==> src/logic/cts_params.svh <==
// constants for the cycle test sequencer
`ifndef CTS_PARAMS_SVH
`define CTS_PARAMS_SVH
// program word numbers (1-based)
`define CTS_W_FIRST     5'h01
`define CTS_W_SCAN_LAST 5'h0B
`define CTS_W_COPY1     5'h0D
`define CTS_W_COPY2     5'h0E
`define CTS_W_MASK      5'h0F
`define CTS_W_EXP       5'h10
`define CTS_W_NEXT      5'h12
`define CTS_W_RESTART   5'h14
`define CTS_W_FORCED    5'h15
`define CTS_W_LAST      5'h16
// scan-out word indexes
`define CTS_SO_FIRST    5'h00
`define CTS_SO_CHAN     5'h0E
`define CTS_SO_LAST     5'h1E
// fixed storage addresses
`define CTS_A_COPY1     24'h00_0080
`define CTS_A_COPY2     24'h00_0084
`define CTS_A_REGS      24'h00_0088
`define CTS_A_CHAN      24'h00_00C0
`define CTS_A_STEP      24'h00_0004
// linkage control word fields
`define CTS_LCW_SEQ     31:29
`define CTS_LCW_IO      24
`define CTS_LCW_UADDR   12:1
`define CTS_SEL_BITS    4:0
// sequencing constants
`define CTS_HW_SCANOUT  12'h2C0
`define CTS_SEQ_DONE    3'h7
`define CTS_SEQ_LAST    3'h6
`define CTS_PASS_LAST   4'hF
`define CTS_ZERO_WORD   32'h0000_0000
`endif

==> src/logic/cts_pkg.sv <==
// types for the cycle test sequencer
package cts_pkg;
   typedef enum logic [3:0] {
      CTS_IDLE    = 4'b0000,
      CTS_SCANIN  = 4'b0001,
      CTS_LCW     = 4'b0010,
      CTS_ADV     = 4'b0011,
      CTS_SOCOPY  = 4'b0100,
      CTS_SOSTATE = 4'b0101,
      CTS_CMPRD   = 4'b0110,
      CTS_CMP     = 4'b0111,
      CTS_BRANCH  = 4'b1000,
      CTS_STOP    = 4'b1001
   } cts_state_type;
endpackage : cts_pkg

==> src/logic/cts_sequencer.sv <==
// zero/one-cycle fault locating test sequencer
//
// Operation
// [RULE1] run each test from 22 words, in order
// [RULE2] scan-in uses words 1-11, address steps only
// [RULE3] word 12 loads microaddress, counter, flags
// [RULE4] word 12 bits: counter, flag bits 4-7
// [RULE5] advance: execute, step counter until seven
// [RULE6] counter reaching seven forces address 2C0
// [RULE7] control word 000 marks zero-cycle test
// [RULE8] zero-cycle trigger patterns: clear, set, clear
// [RULE9] one-cycle transfer takes one or two cycles
// [RULE10] store words 13, 14 at 80, 84
// [RULE11] store 14 state, 17 channel words
// [RULE12] mask OR actual versus expected, sticky triggers
// [RULE13] count passes, repeat test, branch after 16
// [RULE14] both triggers on: stop, intermittent fault
// [RULE15] both triggers off: stop, checker fault
// [RULE16] start at off-off stop forces pass
// [RULE17] words 15-22: mask, expected, addresses, ids
// [RULE18] scan-in via bus, scan-out via data reg
// [RULE19] new test clears triggers and pass counter
`timescale 1ns/100ps
`include "cts_params.svh"

module cts_sequencer
   import cts_pkg::*;
#(
   parameter int AW = 24
) (
   // clock and reset
   input  wire logic          clk,
   input  wire logic          nrst,
   // operator controls
   input  wire logic          start,
   input  wire logic [AW-1:0] test_addr,
   input  wire logic          force_pass_sw,
   // main storage port
   output logic               mem_req,
   output logic               mem_we,
   output logic [AW-1:0]      mem_addr,
   output logic [31:0]        mem_wdata,
   input  wire logic [31:0]   mem_rdata,
   input  wire logic          mem_ack,
   // scan-in bus to triggers
   output logic               scan_in_valid_ff,
   output logic [4:0]         scan_in_idx_ff,
   output logic [31:0]        scan_in_data_ff,
   // scan bus from triggers and channels
   output logic [4:0]         scan_out_idx,
   input  wire logic [31:0]   scan_out_data,
   // control store
   output logic               cs_exec,
   output logic [11:0]        microaddress_register_ff,
   input  wire logic [31:0]   cs_word,
   input  wire logic [11:0]   cs_next_addr,
   // status
   output logic [2:0]         seq_ctr_ff,
   output logic               supervisory_flag_ff,
   output logic               progressive_scan_flag_ff,
   output logic               supervisory_enable_storage_flag_ff,
   output logic               io_mode_flag_ff,
   output logic               zero_cycle_ff,
   output logic               pass_trig_ff,
   output logic               fail_trig_ff,
   output logic [3:0]         scan_test_cnt_ff,
   output logic [31:0]        storage_data_reg_ff,
   output logic [AW-1:0]      instruction_address_reg_ff,
   output logic               stopped,
   output logic               busy
);

   // ---------------------------------------------------------------
   // state
   // ---------------------------------------------------------------
   cts_state_type   state_ff;
   logic            ph_ff;
   logic [4:0]      wcnt_ff;
   logic [AW-1:0]   base_ff;
   logic [4:0]      resp_sel_ff;
   logic [31:0]     actual_ff;
   logic [31:0]     prog_ff [`CTS_W_MASK:`CTS_W_LAST];
   logic            rd_done;
   logic            wr_done;
   logic            match;
   logic [AW-1:0]   wr_addr;
   logic [AW-1:0]   so_off;
   logic [AW-1:0]   next_test;

   assign rd_done = mem_req && !mem_we && mem_ack;
   assign wr_done = mem_req && mem_we && mem_ack;
   // mask forces don't-care bits of the actual word to one; expected is used as read
   assign match   = ((prog_ff[`CTS_W_MASK] | actual_ff)
                     == prog_ff[`CTS_W_EXP]); // RULE12
   assign stopped = (state_ff == CTS_STOP);
   assign busy    = (state_ff != CTS_IDLE) && !stopped;
   assign cs_exec = (state_ff == CTS_ADV);
   assign scan_out_idx = wcnt_ff;

   // ---------------------------------------------------------------
   // storage port
   // ---------------------------------------------------------------
   always_comb begin
      so_off = AW'({wcnt_ff, 2'b00});
      if (state_ff == CTS_SOCOPY) begin
         wr_addr = (wcnt_ff == `CTS_W_COPY1) ? `CTS_A_COPY1
                                             : `CTS_A_COPY2; // RULE10
      end else if (wcnt_ff < `CTS_SO_CHAN) begin
         wr_addr = `CTS_A_REGS + so_off; // RULE11
      end else begin
         wr_addr = `CTS_A_CHAN + so_off - AW'({`CTS_SO_CHAN, 2'b00});
      end
   end

   always_comb begin
      mem_req = 1'b0;
      mem_we  = 1'b0;
      unique case (state_ff)
         CTS_SCANIN, CTS_LCW, CTS_CMPRD: mem_req = 1'b1;
         CTS_SOCOPY: begin
            mem_req = 1'b1;
            mem_we  = ph_ff;
         end
         CTS_SOSTATE: begin
            mem_req = ph_ff;
            mem_we  = ph_ff;
         end
         default: ;
      endcase
   end

   assign mem_addr  = mem_we ? wr_addr : instruction_address_reg_ff;
   assign mem_wdata = storage_data_reg_ff; // RULE18

   // ---------------------------------------------------------------
   // sequencing
   // ---------------------------------------------------------------
   always_comb begin
      next_test = prog_ff[`CTS_W_NEXT][AW-1:0];
      if (!pass_trig_ff && !fail_trig_ff) begin
         next_test = prog_ff[`CTS_W_FORCED][AW-1:0]; // RULE16
      end else if (stopped && force_pass_sw) begin
         next_test = prog_ff[`CTS_W_FORCED][AW-1:0];
      end else if (stopped) begin
         next_test = prog_ff[`CTS_W_RESTART][AW-1:0];
      end
   end

   always_ff @(posedge clk or negedge nrst) begin
      if (!nrst) begin
         state_ff <= CTS_IDLE;
         ph_ff    <= 1'b0;
         wcnt_ff  <= `CTS_W_FIRST;
      end else begin
         unique case (state_ff)
            CTS_IDLE, CTS_STOP: begin
               if (start) begin
                  state_ff <= CTS_SCANIN;
                  wcnt_ff  <= `CTS_W_FIRST;
               end
            end
            CTS_SCANIN: begin
               if (rd_done) begin // RULE1
                  if (wcnt_ff == `CTS_W_SCAN_LAST) begin
                     state_ff <= CTS_LCW;
                  end
                  wcnt_ff <= wcnt_ff + 5'h01;
               end
            end
            CTS_LCW: begin
               if (rd_done) begin
                  wcnt_ff  <= `CTS_W_COPY1;
                  state_ff <= (mem_rdata[`CTS_LCW_SEQ] == `CTS_SEQ_DONE)
                              ? CTS_SOCOPY : CTS_ADV;
               end
            end
            CTS_ADV: begin
               if (seq_ctr_ff == `CTS_SEQ_LAST) begin
                  state_ff <= CTS_SOCOPY; // RULE9
               end
            end
            CTS_SOCOPY: begin
               if (rd_done) begin
                  ph_ff <= 1'b1;
               end else if (wr_done) begin
                  ph_ff <= 1'b0;
                  if (wcnt_ff == `CTS_W_COPY2) begin
                     state_ff <= CTS_SOSTATE;
                     wcnt_ff  <= `CTS_SO_FIRST;
                  end else begin
                     wcnt_ff <= `CTS_W_COPY2;
                  end
               end
            end
            CTS_SOSTATE: begin
               if (!ph_ff) begin
                  ph_ff <= 1'b1;
               end else if (wr_done) begin
                  ph_ff <= 1'b0;
                  if (wcnt_ff == `CTS_SO_LAST) begin
                     state_ff <= CTS_CMPRD;
                     wcnt_ff  <= `CTS_W_MASK;
                  end else begin
                     wcnt_ff <= wcnt_ff + 5'h01;
                  end
               end
            end
            CTS_CMPRD: begin
               if (rd_done) begin // RULE17
                  if (wcnt_ff == `CTS_W_LAST) begin
                     state_ff <= CTS_CMP;
                  end else begin
                     wcnt_ff <= wcnt_ff + 5'h01;
                  end
               end
            end
            CTS_CMP: begin
               wcnt_ff  <= `CTS_W_FIRST;
               state_ff <= (scan_test_cnt_ff == `CTS_PASS_LAST)
                           ? CTS_BRANCH : CTS_SCANIN; // RULE13
            end
            CTS_BRANCH: begin
               if (pass_trig_ff && !fail_trig_ff) begin
                  state_ff <= CTS_SCANIN;
               end else begin
                  state_ff <= CTS_STOP; // RULE14 RULE15
               end
            end
            default: state_ff <= CTS_IDLE;
         endcase
      end
   end

   // ---------------------------------------------------------------
   // program addressing
   // ---------------------------------------------------------------
   always_ff @(posedge clk or negedge nrst) begin
      if (!nrst) begin
         instruction_address_reg_ff <= '0;
         base_ff <= '0;
      end else if (start && state_ff == CTS_IDLE) begin
         instruction_address_reg_ff <= test_addr;
         base_ff <= test_addr;
      end else if ((start && stopped) || (state_ff == CTS_BRANCH &&
                   pass_trig_ff && !fail_trig_ff)) begin
         instruction_address_reg_ff <= next_test;
         base_ff <= next_test;
      end else if (state_ff == CTS_CMP) begin
         instruction_address_reg_ff <= base_ff;
      end else if (rd_done) begin
         instruction_address_reg_ff <=
            instruction_address_reg_ff + `CTS_A_STEP; // RULE2
      end
   end

   always_ff @(posedge clk or negedge nrst) begin
      if (!nrst) begin
         storage_data_reg_ff <= '0;
      end else if (rd_done) begin
         storage_data_reg_ff <= mem_rdata;
      end else if (state_ff == CTS_SOSTATE && !ph_ff) begin
         storage_data_reg_ff <= scan_out_data; // RULE18
      end
   end

   always_ff @(posedge clk or negedge nrst) begin
      if (!nrst) begin
         resp_sel_ff <= '0;
         actual_ff   <= '0;
      end else if (state_ff == CTS_SOCOPY && rd_done &&
                   wcnt_ff == `CTS_W_COPY1) begin
         resp_sel_ff <= mem_rdata[`CTS_SEL_BITS];
      end else if (state_ff == CTS_SOSTATE && !ph_ff &&
                   wcnt_ff == resp_sel_ff) begin
         actual_ff <= scan_out_data;
      end
   end

   always_ff @(posedge clk) begin
      if (state_ff == CTS_CMPRD && rd_done) begin
         prog_ff[wcnt_ff] <= mem_rdata;
      end
   end

   // scan-in drives values onto the triggers, trigger patterns included
   always_ff @(posedge clk or negedge nrst) begin
      if (!nrst) begin
         scan_in_valid_ff <= 1'b0;
         scan_in_idx_ff   <= '0;
         scan_in_data_ff  <= '0;
      end else begin
         scan_in_valid_ff <= (state_ff == CTS_SCANIN) && rd_done; // RULE8
         if (state_ff == CTS_SCANIN && rd_done) begin
            scan_in_idx_ff  <= wcnt_ff;
            scan_in_data_ff <= mem_rdata; // RULE18
         end
      end
   end

   // ---------------------------------------------------------------
   // linkage control word and clock advance
   // ---------------------------------------------------------------
   always_ff @(posedge clk or negedge nrst) begin
      if (!nrst) begin
         microaddress_register_ff           <= '0;
         seq_ctr_ff                         <= '0;
         supervisory_flag_ff                <= 1'b0;
         progressive_scan_flag_ff           <= 1'b0;
         supervisory_enable_storage_flag_ff <= 1'b0;
         io_mode_flag_ff                    <= 1'b0;
      end else if (state_ff == CTS_LCW && rd_done) begin
         seq_ctr_ff <= mem_rdata[`CTS_LCW_SEQ]; // RULE4
         supervisory_flag_ff                <= 1'b1; // RULE3
         progressive_scan_flag_ff           <= 1'b0;
         supervisory_enable_storage_flag_ff <= 1'b0;
         io_mode_flag_ff <= mem_rdata[`CTS_LCW_IO];
         microaddress_register_ff <=
            (mem_rdata[`CTS_LCW_SEQ] == `CTS_SEQ_DONE) ? `CTS_HW_SCANOUT
                                                : mem_rdata[`CTS_LCW_UADDR];
      end else if (state_ff == CTS_ADV) begin
         seq_ctr_ff <= seq_ctr_ff + 3'h1; // RULE5
         microaddress_register_ff <= (seq_ctr_ff == `CTS_SEQ_LAST)
                            ? `CTS_HW_SCANOUT : cs_next_addr; // RULE6
      end
   end

   always_ff @(posedge clk or negedge nrst) begin
      if (!nrst) begin
         zero_cycle_ff <= 1'b0;
      end else if (state_ff == CTS_LCW) begin
         zero_cycle_ff <= 1'b1;
      end else if (state_ff == CTS_ADV && cs_word != `CTS_ZERO_WORD) begin
         zero_cycle_ff <= 1'b0; // RULE7
      end
   end

   // ---------------------------------------------------------------
   // compare and pass/fail triggers
   // ---------------------------------------------------------------
   always_ff @(posedge clk or negedge nrst) begin
      if (!nrst) begin
         pass_trig_ff     <= 1'b0;
         fail_trig_ff     <= 1'b0;
         scan_test_cnt_ff <= '0;
      end else if ((start && (state_ff == CTS_IDLE || stopped)) ||
                   (state_ff == CTS_BRANCH && pass_trig_ff &&
                    !fail_trig_ff)) begin
         pass_trig_ff     <= 1'b0; // RULE19
         fail_trig_ff     <= 1'b0;
         scan_test_cnt_ff <= '0;
      end else if (state_ff == CTS_CMP) begin
         pass_trig_ff     <= pass_trig_ff | match; // RULE12
         fail_trig_ff     <= fail_trig_ff | !match;
         scan_test_cnt_ff <= scan_test_cnt_ff + 4'h1; // RULE13
      end
   end
endmodule : cts_sequencer

==> config.mk <==
export PLATFORM = sky130hd
export DESIGN_NAME = cts_sequencer
export DESIGN_NICKNAME = d
export VERILOG_FILES = /design/src/logic/cts_pkg.sv /design/src/logic/cts_sequencer.sv
export VERILOG_INCLUDE_DIRS = /design/src /design/src/logic
export SDC_FILE = /design/constraint.sdc
export NUM_CORES = 1
export LEC_CHECK = 0
export BUFFER_PORTS_ARGS = -buffer_cell sky130_fd_sc_hd__buf_2
export CORE_ASPECT_RATIO = 0.5
export CORE_MARGIN = 2
export CORE_UTILIZATION = 45
export DETAILED_ROUTE_END_ITERATION = 6
export PLACE_DENSITY = 0.68
export SETUP_SLACK_MARGIN = 0.5
export SYNTH_ARGS = -nofsm -noshare
export SYNTH_HDL_FRONTEND = slang
export SYNTH_SLANG_ARGS = --single-unit
==> constraint.sdc <==
create_clock -name clk -period 5.5 [get_ports clk]
set_input_delay 0.275 -clock clk [delete_from_list [all_inputs] [get_ports clk]]
set_output_delay 0.275 -clock clk [all_outputs]
set_load 0.05 [all_outputs]
Word level (Yosys, flattened, before mapping)
Memory sizes are Yosys's and may differ from the RTL's.
Index checks and enable logic that the tools add are counted.
{"block": "totals", "n_memories": 1, "reg_bits": 189, "out_inout_bits": 186, "elab_cells": 181, "ramBits": 256, "input_bits": 137}
{"block": "classes", "reduce_logical": 48, "n_bitwise": 4, "n_addsub": 7, "eq_ne": 34, "magnitude_cmp": 1, "n_mux": 67}
{"memory": "prog_ff", "depth": 8, "word_bits": 32, "rd": 5, "rd_clocked_by_memory_dff": 0, "wr": 1, "line": "cts_sequencer.sv:82", "text": "logic [31:0] prog_ff [`CTS_W_MASK:`CTS_W_LAST];"}
{"cell": "24-bit 2-to-1 mux", "n": 12}
{"cell": "4-bit 2-to-1 mux", "n": 18}
{"cell": "32-bit 2-to-1 mux", "n": 2}
{"cell": "5-bit 2-to-1 mux", "n": 10}
{"cell": "12-bit 2-to-1 mux", "n": 4}
{"cell": "4-bit one-hot mux with 9 select lines", "n": 1}
{"cell": "5-bit one-hot mux with 7 select lines", "n": 1}
{"cell": "32-bit == test", "n": 1}
{"cell": "32-bit OR", "n": 1}
{"cell": "32-bit nonzero test", "n": 1}
{"cell": "2-bit != test, second input constant", "n": 13}
{"cell": "24-bit by 3-bit adder with 24-bit output, second input constant", "n": 1}
{"cell": "1-bit logical AND", "n": 21}
{"cell": "8-bit by 7-bit adder with 9-bit output, first input constant", "n": 2}
{"cell": "4-bit by 3-bit == test with 1-bit output, second input constant", "n": 4}
{"cell": "5-bit by 4-bit == test with 1-bit output, second input constant", "n": 3}
{"cell": "1-bit 2-to-1 mux", "n": 13}
{"cell": "13-bit AND reduction", "n": 1}
{"cell": "4-bit == test, second input constant", "n": 3}
{"cell": "3-bit 2-to-1 mux", "n": 4}
{"cell": "2-bit nonzero test", "n": 6}
{"cell": "5-bit == test, second input constant", "n": 2}
{"cell": "10-bit AND reduction", "n": 1}
{"cell": "9-bit by 6-bit subtractor with 10-bit output, second input constant", "n": 1}
{"cell": "other kinds (21)", "n": 35}

Logic depth before layout (Yosys ltp)
Gate-level depths: netlist of the first run.
{"block": "logic_depth", "depth_word": 10, "ltp_mapped": 10, "ltp_nobuf": 8}

Least setup slack after synthesis of the first run
Ideal clock, no wire load.
{"block": "synth_path", "path_type": "reg2reg", "start": "register wcnt_ff[4] (netlist: scan_out_idx[4])", "end": "memory prog_ff[16][0] (enable)", "required_ns": 5.032, "path_slack_ns": 1.445, "arrival_ns": 3.587, "path_buffers": 2, "path_stages_with_launch": 4, "cell_sequence": "dfrtp_1 clkbuf_1 clkbuf_1 nor3b_1"}
{"element": "from (decl)", "line": "cts_sequencer.sv:78", "text": "logic [4:0] wcnt_ff;"}
{"element": "from (signal assigned)", "line": "cts_sequencer.sv:153", "text": "wcnt_ff <= `CTS_W_FIRST;"}
{"element": "from (signal assigned)", "line": "cts_sequencer.sv:159", "text": "wcnt_ff <= `CTS_W_FIRST;"}
{"element": "from (signal assigned)", "line": "cts_sequencer.sv:167", "text": "wcnt_ff <= wcnt_ff + 5'h01;"}
{"element": "to (decl)", "line": "cts_sequencer.sv:82"}
No word-level cell before the write port.

Final worst setup path of the first run
{"block": "layout_path", "start": "register state_ff[2]", "end": "register instruction_address_reg_ff[21]"}
{"block": "layout_via", "elab_chain_len": 7, "word_cells_on_any_way": 29, "classes_between": "eq/ne: 8; mux: 8; reduce/logical: 13"}
{"element": "from (decl)", "line": "cts_sequencer.sv:76", "text": "cts_state_type state_ff;"}
{"element": "from (signal assigned)", "line": "cts_sequencer.sv:173", "text": "state_ff <= (mem_rdata[`CTS_LCW_SEQ] == `CTS_SEQ_DONE)"}
{"element": "from (signal assigned)", "line": "cts_sequencer.sv:219", "text": "state_ff <= (scan_test_cnt_ff == `CTS_PASS_LAST)"}
{"element": "parallel branches: the longest is 7 deep, another holds 4-bit by 3-bit == test with 1-bit output"}
{"element": "to (signal assigned)", "line": "cts_sequencer.sv:242", "text": "instruction_address_reg_ff <= test_addr;"}
{"element": "to (signal assigned)", "line": "cts_sequencer.sv:246", "text": "instruction_address_reg_ff <= next_test;"}
{"element": "to (signal assigned)", "line": "cts_sequencer.sv:249", "text": "instruction_address_reg_ff <= base_ff;"}
{"element": "to (decl)", "line": "cts_sequencer.sv:68", "text": "output logic [AW-1:0] instruction_address_reg_ff,"}
Several ways; the timed one is not identified.
A chain may end at the register's enable or synchronous reset.

==> flow_summary_export.csv, run 1 <==
group,metric,value,unit
die,die_w,260,um
die,fp.dieH,132,um
cells_and_area,area_growth_syn_to_layout,22.8,%
place,place_congestion,0.902,
setup_path,path_cells,"nand4bb_2, buf_4, inv_2, a22o_1, or2_1, or3_1, o31a_1, o32a_1",
grt,grt_pass1_vias,11907,
power,power.total,11.4,mW
route,ant_nets,0,
route,wl,43400,um
hold_path,whs_path_depth,3,
setup_path,rr_worst_depth,8,
clocking,cts-root-buf,"clkbuf_16",
logic_synthesis,yosys-top-cells-area,"dfrtp_1 (32%), edfxtp_1 (28%), nand2_1 (6.5%), o21ai_0 (2.6%), mux2_2 (2.5%)",
logic_synthesis,synthDistinctLibCells,72,
place,place_area,16400,um2
place,dp.cells,2006,
setup_path,path_buf_inv,2,
setup_path,path_depth,8,
timing,tns,0,ns
clocking,cts_buffer_depth,3,
route,drc,0,
clocking,clkSinkCount,325,
grt,antenna_found_initial,1,
logic_synthesis,yosys_warnings,0,
logic_synthesis,seq_area_frac_synth,60.0,%
logic_synthesis,avgSynthCellArea,10.9,um2
timing,max_freq,263,MHz
hold_path,hold_start,"mem_rdata[22]",
setup_path,required,6.01,ns
cells_and_area,final_cells,2127,
route,vias_per_cell,5.58,
timing,hold_violations,0,
die,coreArea,31900,um2
logic_synthesis,synth_top_area_share,32.0,%
setup_path,critical_path_class,"reg2reg",
logic_synthesis,synthCells,1347,
route,drt_first_pass_iters,6,
cells_and_area,layout-drive-gt1-share,25.6,%
hold_path,min_to,"scan_in_data_ff[22]",
setup_path,rr_endpoint,"instruction_address_reg_ff[21]",
logic_synthesis,synth_seq_cells,325,
die,fp-row-count,46,
timing,period_needed,3.81,ns
logic_synthesis,synth_top_flop_cell,"dfrtp_1",
grt,grt_first_pass_wirelength,68200,um
cells_and_area,fill_cells,2708,
timing,clock_skew,0.00872,ns
timing,grt_setup_unrepaired,"no",
die,initial_core_util,46.0,%
die,io_pins,323,
setup_path,critical_path.max_fanout,28,
hold_path,hold_path_class,"in2reg",
place,io_buffers,320,
route,wl_per_cell,20.4,um
clocking,cts_tree,"built",
route,drtIter0Drc,1045,
setup_path,r2r_start,"state_ff[2]",
setup_path,crit_family,"simple AND/OR/NAND/NOR gates",
route,vias,11876,
run,maxCapViolations,0,
timing,slew_headroom,21.0,%
logic_synthesis,yosys.area.top_type,"dfrtp_1",
grt,grt_max_degree,71,
die,die-area,34200,um2
logic_synthesis,synthArstFlopShare,58.2,%
cells_and_area,fin_area,18100,um2
grt,overflow,0,
power,power_density,629,nW/um2
setup_path,start_kind,"flip-flop",
timing,worst_pin_slew,1.18,ns
run_status,status,"finished clean",
clocking,clk_latency,0.57,ns
place,dpl.hpwl,29300,um
grt,grt_use_total,25.3,%
setup_path,critPathArrivalTime,4.32,ns
timing,finalCritPeriodShare,69.3,%
timing,maxSlewViolCount,0,
setup_path,r2r_slack,1.69,ns
setup_path,max_stage_delay,0.84,ns
clocking,cts_inserted_buffers,29,
clocking,cts_resized,0,
power,vdd_ir_drop_max,338,uV
setup_path,cp-end-kind,"flip-flop",
timing,setup_viol,0,
clocking,clk_pin_slew_worst_paths,0.07,ns
setup_path,cp_slowest_cell,"or3_1",
clocking,cts_max_level,1,
power,total_leakage_power,7.94,nW
clocking,post-cts-setup-buffers,0,
logic_synthesis,synth-edff-count,136,
cells_and_area,nets,1818,
logic_synthesis,synth_area,14700,um2
-- worst max-delay path by stage --
stage | startpoint | end | slack, ns
6_report | state_ff[2] | instruction_address_reg_ff[21] | 1.69
4_1_cts | state_ff[2] | instruction_address_reg_ff[21] | 1.72
2_1_floorplan | scan_out_idx[4] | prog_ff[16][0] | 1.44
3_3_place_gp | state_ff[2] | instruction_address_reg_ff[21] | 1.88
3_5_place_dp | state_ff[2] | instruction_address_reg_ff[21] | 1.78
5_1_grt | state_ff[2] | instruction_address_reg_ff[21] | 1.39
-- metrics by stage --
stage / utilization, % / hold slack [ns] / setup slack [ns]
detailed placement: 51.5 / 0.276 / 1.78
CTS: 56.5 / 0.0000157 / 1.72
finish: 56.5 / 0.0305 / 1.69
global route: 56.5 / 0.0203 / 1.39
global placement: 51.5 / 0.265 / 1.88
floorplan: - / -0.0206 / 1.44
-- worst reg2reg max path, cell delays in order (launching register included) --
cell       delay, ns
dfrtp_1         0.62
nand4bb_2       0.36
buf_4           0.23
inv_2           0.33
a22o_1          0.44
or2_1           0.55
or3_1           0.84
o31a_1          0.25
o32a_1          0.13
-- synthesized netlist by cell type, types with 2 or more instances --
library cell,count
a21o_1,12
dfrtp_1,188
and4_1,6
buf_6,2
edfxtp_1,136
nand3_1,26
o21ai_1,16
nand2b_1,4
mux2_2,32
nor2_1,59
nand4_1,16
xor2_1,18
nor4_1,16
and2_1,21
o32a_1,2
o21a_1,37
nor2b_1,7
nor3_1,51
o22a_1,4
o21ai_0,77
mux2_1,13
and3_1,7
o211ai_1,11
o31ai_1,2
nand2_1,253
mux2i_1,15
ha_1,9
inv_1,11
or3_1,10
or2_2,3
a221o_1,7
o22ai_1,21
nor3b_1,3
clkbuf_1,50
a31oi_1,17
buf_1,6
buf_2,21
buf_4,35
xnor2_1,9
o221ai_1,6
a22oi_1,29
a21oi_1,48
a22o_1,2
-- sequential cells by signal, indices dropped and copies added, names as in the netlist, 3 cells and up --
| signal | flops |
|---|---|
| scan_test_cnt_ff | 4 |
| actual_ff | 32 |
| resp_sel_ff | 5 |
| scan_out_idx | 5 |
| scan_in_data_ff | 32 |
| state_ff | 4 |
| instruction_address_reg_ff | 24 |
| scan_in_idx_ff | 5 |
| base_ff | 24 |
| prog_ff | 136 |
| microaddress_register_ff | 12 |
| seq_ctr_ff | 3 |
| mem_wdata | 32 |
-- metal layers --
layer  track usage (%)  routed length [um]  part of all wire (%)  vias up
li1                  -                   -                     -     5471
met1              34.2               18200                    42     5835
met2              41.8               21100                    49      457
met3              4.54                2650                   6.1      113
met4              8.11                1460                   3.4        0
met5                 0                   0                     0        -
-- cells by family after synthesis --
logic type / share of synthesized area, %
compound gates: 13.3
xor+xnor: 1.61
fa+ha+maj: 0.766
buf+inv: 4.39
flops: 60.0
mux: 4.47
other cells: 0.0255
simple gates: 15.5
-- report_power, final --
| part | switching, mW | total (mW) | internal (mW) |
|---|---|---|---|
| clock network | 0.905 | 2.05 | 1.15 |
| logic | 4.05 | 5.49 | 1.44 |
| registers | 0.617 | 3.81 | 3.19 |
| total | 5.57 | 11.4 | 5.78 |
-- layout by cell type, fill, tap and decap left out, types with 6 or more instances in the layout --
master,Yosys,routed
a31oi_1,17,17
nor4_1,16,16
nor2b_1,7,7
o211ai_1,11,11
inv_1,11,11
and2_1,21,21
nand3_1,26,25
edfxtp_1,136,136
mux2_2,32,32
nand2_1,253,252
or3_1,10,10
nand4_1,16,16
dlygate4sd3_1,0,67
dfrtp_1,188,188
xnor2_1,9,9
and3_1,7,7
and4_1,6,6
o21a_1,37,37
buf_2,21,319
a221o_1,7,7
o21ai_0,77,77
mux2_1,13,13
buf_4,35,20
a21o_1,12,12
nor2_1,59,56
xor2_1,18,18
o21ai_1,16,16
clkbuf_1,50,10
clkbuf_16,0,30
ha_1,9,9
nor3_1,51,48
a21oi_1,48,48
o221ai_1,6,6
mux2i_1,15,15
a22oi_1,29,29
o22ai_1,21,21
-- repair_timing --
item | CTS | global route
hold endpoints to repair | 168 | 0
hold buffers | 67 | 0
endpoints found under the setup margin | 0 | 0
-- area by class of cell --
cell class	count	area [um2]	area share, %
inverters	12	45.0	0.249
clock inverters	9	108	0.596
diodes	1	2.50	0.0139
clock buffers	44	837	4.64
well taps	432	541	2.99
flip-flops and latches	325	8810	48.8
multi-input cells	897	5280	29.2
repair buffers	407	2430	13.5
(Power assumes the default switching activity.)
==> run 2, diff against run 1 <==
--- a/config.mk
+++ b/config.mk
@@ -6,12 +6,13 @@
 export SDC_FILE = /design/constraint.sdc
 export NUM_CORES = 1
 export LEC_CHECK = 0
+export ABC_AREA = 1
 export BUFFER_PORTS_ARGS = -buffer_cell sky130_fd_sc_hd__buf_2
 export CORE_ASPECT_RATIO = 0.5
 export CORE_MARGIN = 2
 export CORE_UTILIZATION = 45
 export DETAILED_ROUTE_END_ITERATION = 6
-export PLACE_DENSITY = 0.68
+export PLACE_DENSITY = 0.7
 export SETUP_SLACK_MARGIN = 0.5
 export SYNTH_ARGS = -nofsm -noshare
 export SYNTH_HDL_FRONTEND = slang
==> constraint.sdc (replaced) <==
create_clock -name clk -period 3.1 [get_ports clk]
set_input_delay 0.155 -clock clk [delete_from_list [all_inputs] [get_ports clk]]
set_output_delay 0.155 -clock clk [all_outputs]
set_load 0.05 [all_outputs]
==> run 2 against run 1 <==
Worst hold slack improved by 0.016 ns. Via count is 10% higher. Critical path type is now in2reg. Wire length increased by 2.9%. Critical endpoint is now zero_cycle_ff. Count of clock-buffer cells in the layout down 8. Register-to-register slack worse by 1.0 ns. Worst setup slack worse by 1.2 ns. Largest cell class unchanged. Largest power group unchanged. First-iteration DRC count grew 2.2%. Clock skew increased by 0.00074 ns.
==> flow_summary_export.csv, run 2 <==
group,metric,value,unit
logic_synthesis,yosys_warnings,0,
logic_synthesis,synth_area,15200,um2
grt,grt_use_total,25.0,%
route,wl,44600,um
route,wl_per_cell,17.5,um
die,die_w,264,um
clocking,cts_buffer_depth,3,
timing,hold_violations,0,
hold_path,hold_path_class,"in2reg",
cells_and_area,final_cells,2554,
route,drt_first_pass_iters,7,
logic_synthesis,yosys.area.top_type,"dfrtp_1",
route,vias_per_cell,5.12,
die,die-area,35300,um2
die,initial_core_util,45.8,%
setup_path,r2r_slack,0.67,ns
power,power_density,1020,nW/um2
setup_path,cp-end-kind,"flip-flop",
cells_and_area,layout-drive-gt1-share,21.5,%
grt,antenna_found_initial,0,
cells_and_area,final_common_cell,"nand2_1",
run,maxCapViolations,0,
cells_and_area,diodes,0,
logic_synthesis,synth_most_common_cell,"nand2_1",
clocking,cts_inserted_buffers,30,
timing,tns,0,ns
grt,grt_pass1_vias,12410,
power,vdd_ir_drop_max,695,uV
die,fp-row-count,47,
setup_path,required,3.61,ns
route,vias,13075,
timing,slew_headroom,59.7,%
die,coreArea,33100,um2
grt,overflow,0,
cells_and_area,area_growth_syn_to_layout,27.5,%
run_status,status,"finished clean",
die,io_pins,323,
logic_synthesis,yosys-top-cells-area,"dfrtp_1 (31%), edfxtp_1 (27%), nand2_1 (12%), inv_1 (4.5%), o21ai_0 (4.5%)",
route,drtIter0Drc,1068,
cells_and_area,largest-register,"prog_ff",
timing,finalCritPeriodShare,82.6,%
die,fp.dieH,134,um
clocking,cts_tree,"built",
cells_and_area,nets,2235,
logic_synthesis,synth_commonest_cells,"nand2_1 (479), dfrtp_1 (188), inv_1 (183), nor2_1 (169)",
timing,grt_setup_unrepaired,"yes",
logic_synthesis,synthArstFlopShare,58.2,%
timing,clock_skew,0.00947,ns
cells_and_area,largest_reg_flops,136,
setup_path,critPathArrivalTime,3.07,ns
cells_and_area,layout_common_cells,"nand2_1 (477), buf_2 (319), dfrtp_1 (186), inv_1 (181), nor2_1 (168)",
clocking,cts-root-buf,"clkbuf_16",
cells_and_area,fill_cells,2870,
clocking,clkSinkCount,325,
clocking,clk_latency,0.57,ns
setup_path,critical_path.max_fanout,1,
setup_path,critical_path_class,"in2reg",
logic_synthesis,synthCells,1693,
place,io_buffers,320,
setup_path,start_kind,"primary input",
route,ant_nets,0,
clocking,clk_pin_slew_worst_paths,0.07,ns
timing,maxSlewViolCount,0,
grt,grt_max_degree,67,
logic_synthesis,synth_top_flop_cell,"dfrtp_1",
place,dp.cells,2389,
timing,setup_viol,0,
logic_synthesis,seq_area_frac_synth,58.1,%
logic_synthesis,avgSynthCellArea,8.95,um2
timing,worst_pin_slew,0.603,ns
grt,grt_first_pass_wirelength,68800,um
logic_synthesis,synthDistinctLibCells,46,
logic_synthesis,synth_top_area_share,31.0,%
place,place_congestion,0.926,
logic_synthesis,synth_seq_cells,325,
timing,max_freq,390,MHz
timing,period_needed,2.56,ns
logic_synthesis,synth-edff-count,136,
power,total_leakage_power,9.39,nW
route,drc,0,
place,dpl.hpwl,30900,um
clocking,cts_max_level,1,
[run 2: cells by family (layout without fill, tap and decap cells)]
family                     after synthesis  count (layout)  share of synthesized area (%)
and+or+nand+nor                        797             797                           21.7
DFF                                    325             325                           58.1
buffers and inverters                  285             704                           8.25
AOI/OAI and AO/OA                      254             254                           9.90
xor gates and xnor gates                22              22                           1.27
adders and majority gates                9               9                          0.743
other                                    1               2                         0.0247
[run 2: critical path, stage by stage]
cell           delay (ns)
dlygate4sd3_1        0.56
buf_2                0.13
nor4_2               0.14
dlygate4sd3_1        0.60
nand4_1              0.07
dlygate4sd3_1        0.57
o21ai_0              0.17
dlygate4sd3_1        0.57
nand2_1              0.05
nand2_1              0.05
[run 2: per-stage QoR]
| step | cell area [um2] | setup slack (ns) | utilization (%) | total power [mW] | hold slack, ns |
|---|---|---|---|---|---|
| after CTS | 19300 | 0.551 | 58.2 | 19.8 | 0.0136 |
| final | 19300 | 0.538 | 58.4 | 19.8 | 0.0460 |
| after detailed placement | 17100 | 0.610 | 51.8 | 15.6 | 0.138 |
| after global routing | 19300 | 0.434 | 58.4 | 20.8 | 0.0801 |
| after floorplan | 15300 | 0.370 | - | 13.5 | -0.141 |
| after global placement | 17100 | 0.665 | 51.8 | 15.5 | 0.127 |
[run 2: final timing paths]
| kind | from | to | cells past startpoint |
|---|---|---|---|
| worst max-delay path | cs_word[22] | zero_cycle_ff | 10 |
| min in group asynchronous | nrst | actual_ff[22] | 2 |
| worst min-delay path | cs_next_addr[6] | microaddress_register_ff[6] | 5 |
| max in group asynchronous | nrst | state_ff[0] | 3 |
| worst min register to register | zero_cycle_ff | zero_cycle_ff | 2 |
| worst max register to register | state_ff[1] | prog_ff[18][19] | 10 |
[run 2: routing by layer]
metal  part of all wire, %  global-route usage (%)  vias up
li1                      -                       -     6299
met4                   2.4                    6.60        0
met2                    47                    40.5      462
met5                     0                       0        -
met1                    44                    35.2     6240
met3                   6.6                    4.02       74
[run 2: area by class of cell]
cell class                 count  area, um2  share of cell area (%)
clock inverter                20        241                    1.25
timing repair inverter         1       5.00                  0.0259
sequential                   325       8820                    45.6
tap                          441        552                    2.86
inverter                     191        731                    3.78
multi-input combinational   1084       5230                    27.1
clock buffer                  36        833                    4.31
timing repair buffer         456       2920                    15.1
[run 2: repair_timing]
item / CTS / global route
pin swaps: 0 / 3
hold buffers: 103 / 0
endpoints found under the hold margin: 387 / 0
setup buffers: 0 / 5
resized for setup: 1 / 10
endpoints found under the setup margin: 1 / 76
gates cloned: 0 / 1
[run 2: where the power goes]
group | leakage [nW] | internal, mW | total [mW] | switching (mW)
Sequential | 3.47 | 5.48 | 6.33 | 0.855
Clock | 0.533 | 2.34 | 4.01 | 1.67
Combinational | 5.38 | 2.28 | 9.43 | 7.15
Total | 9.39 | 10.1 | 19.8 | 9.68
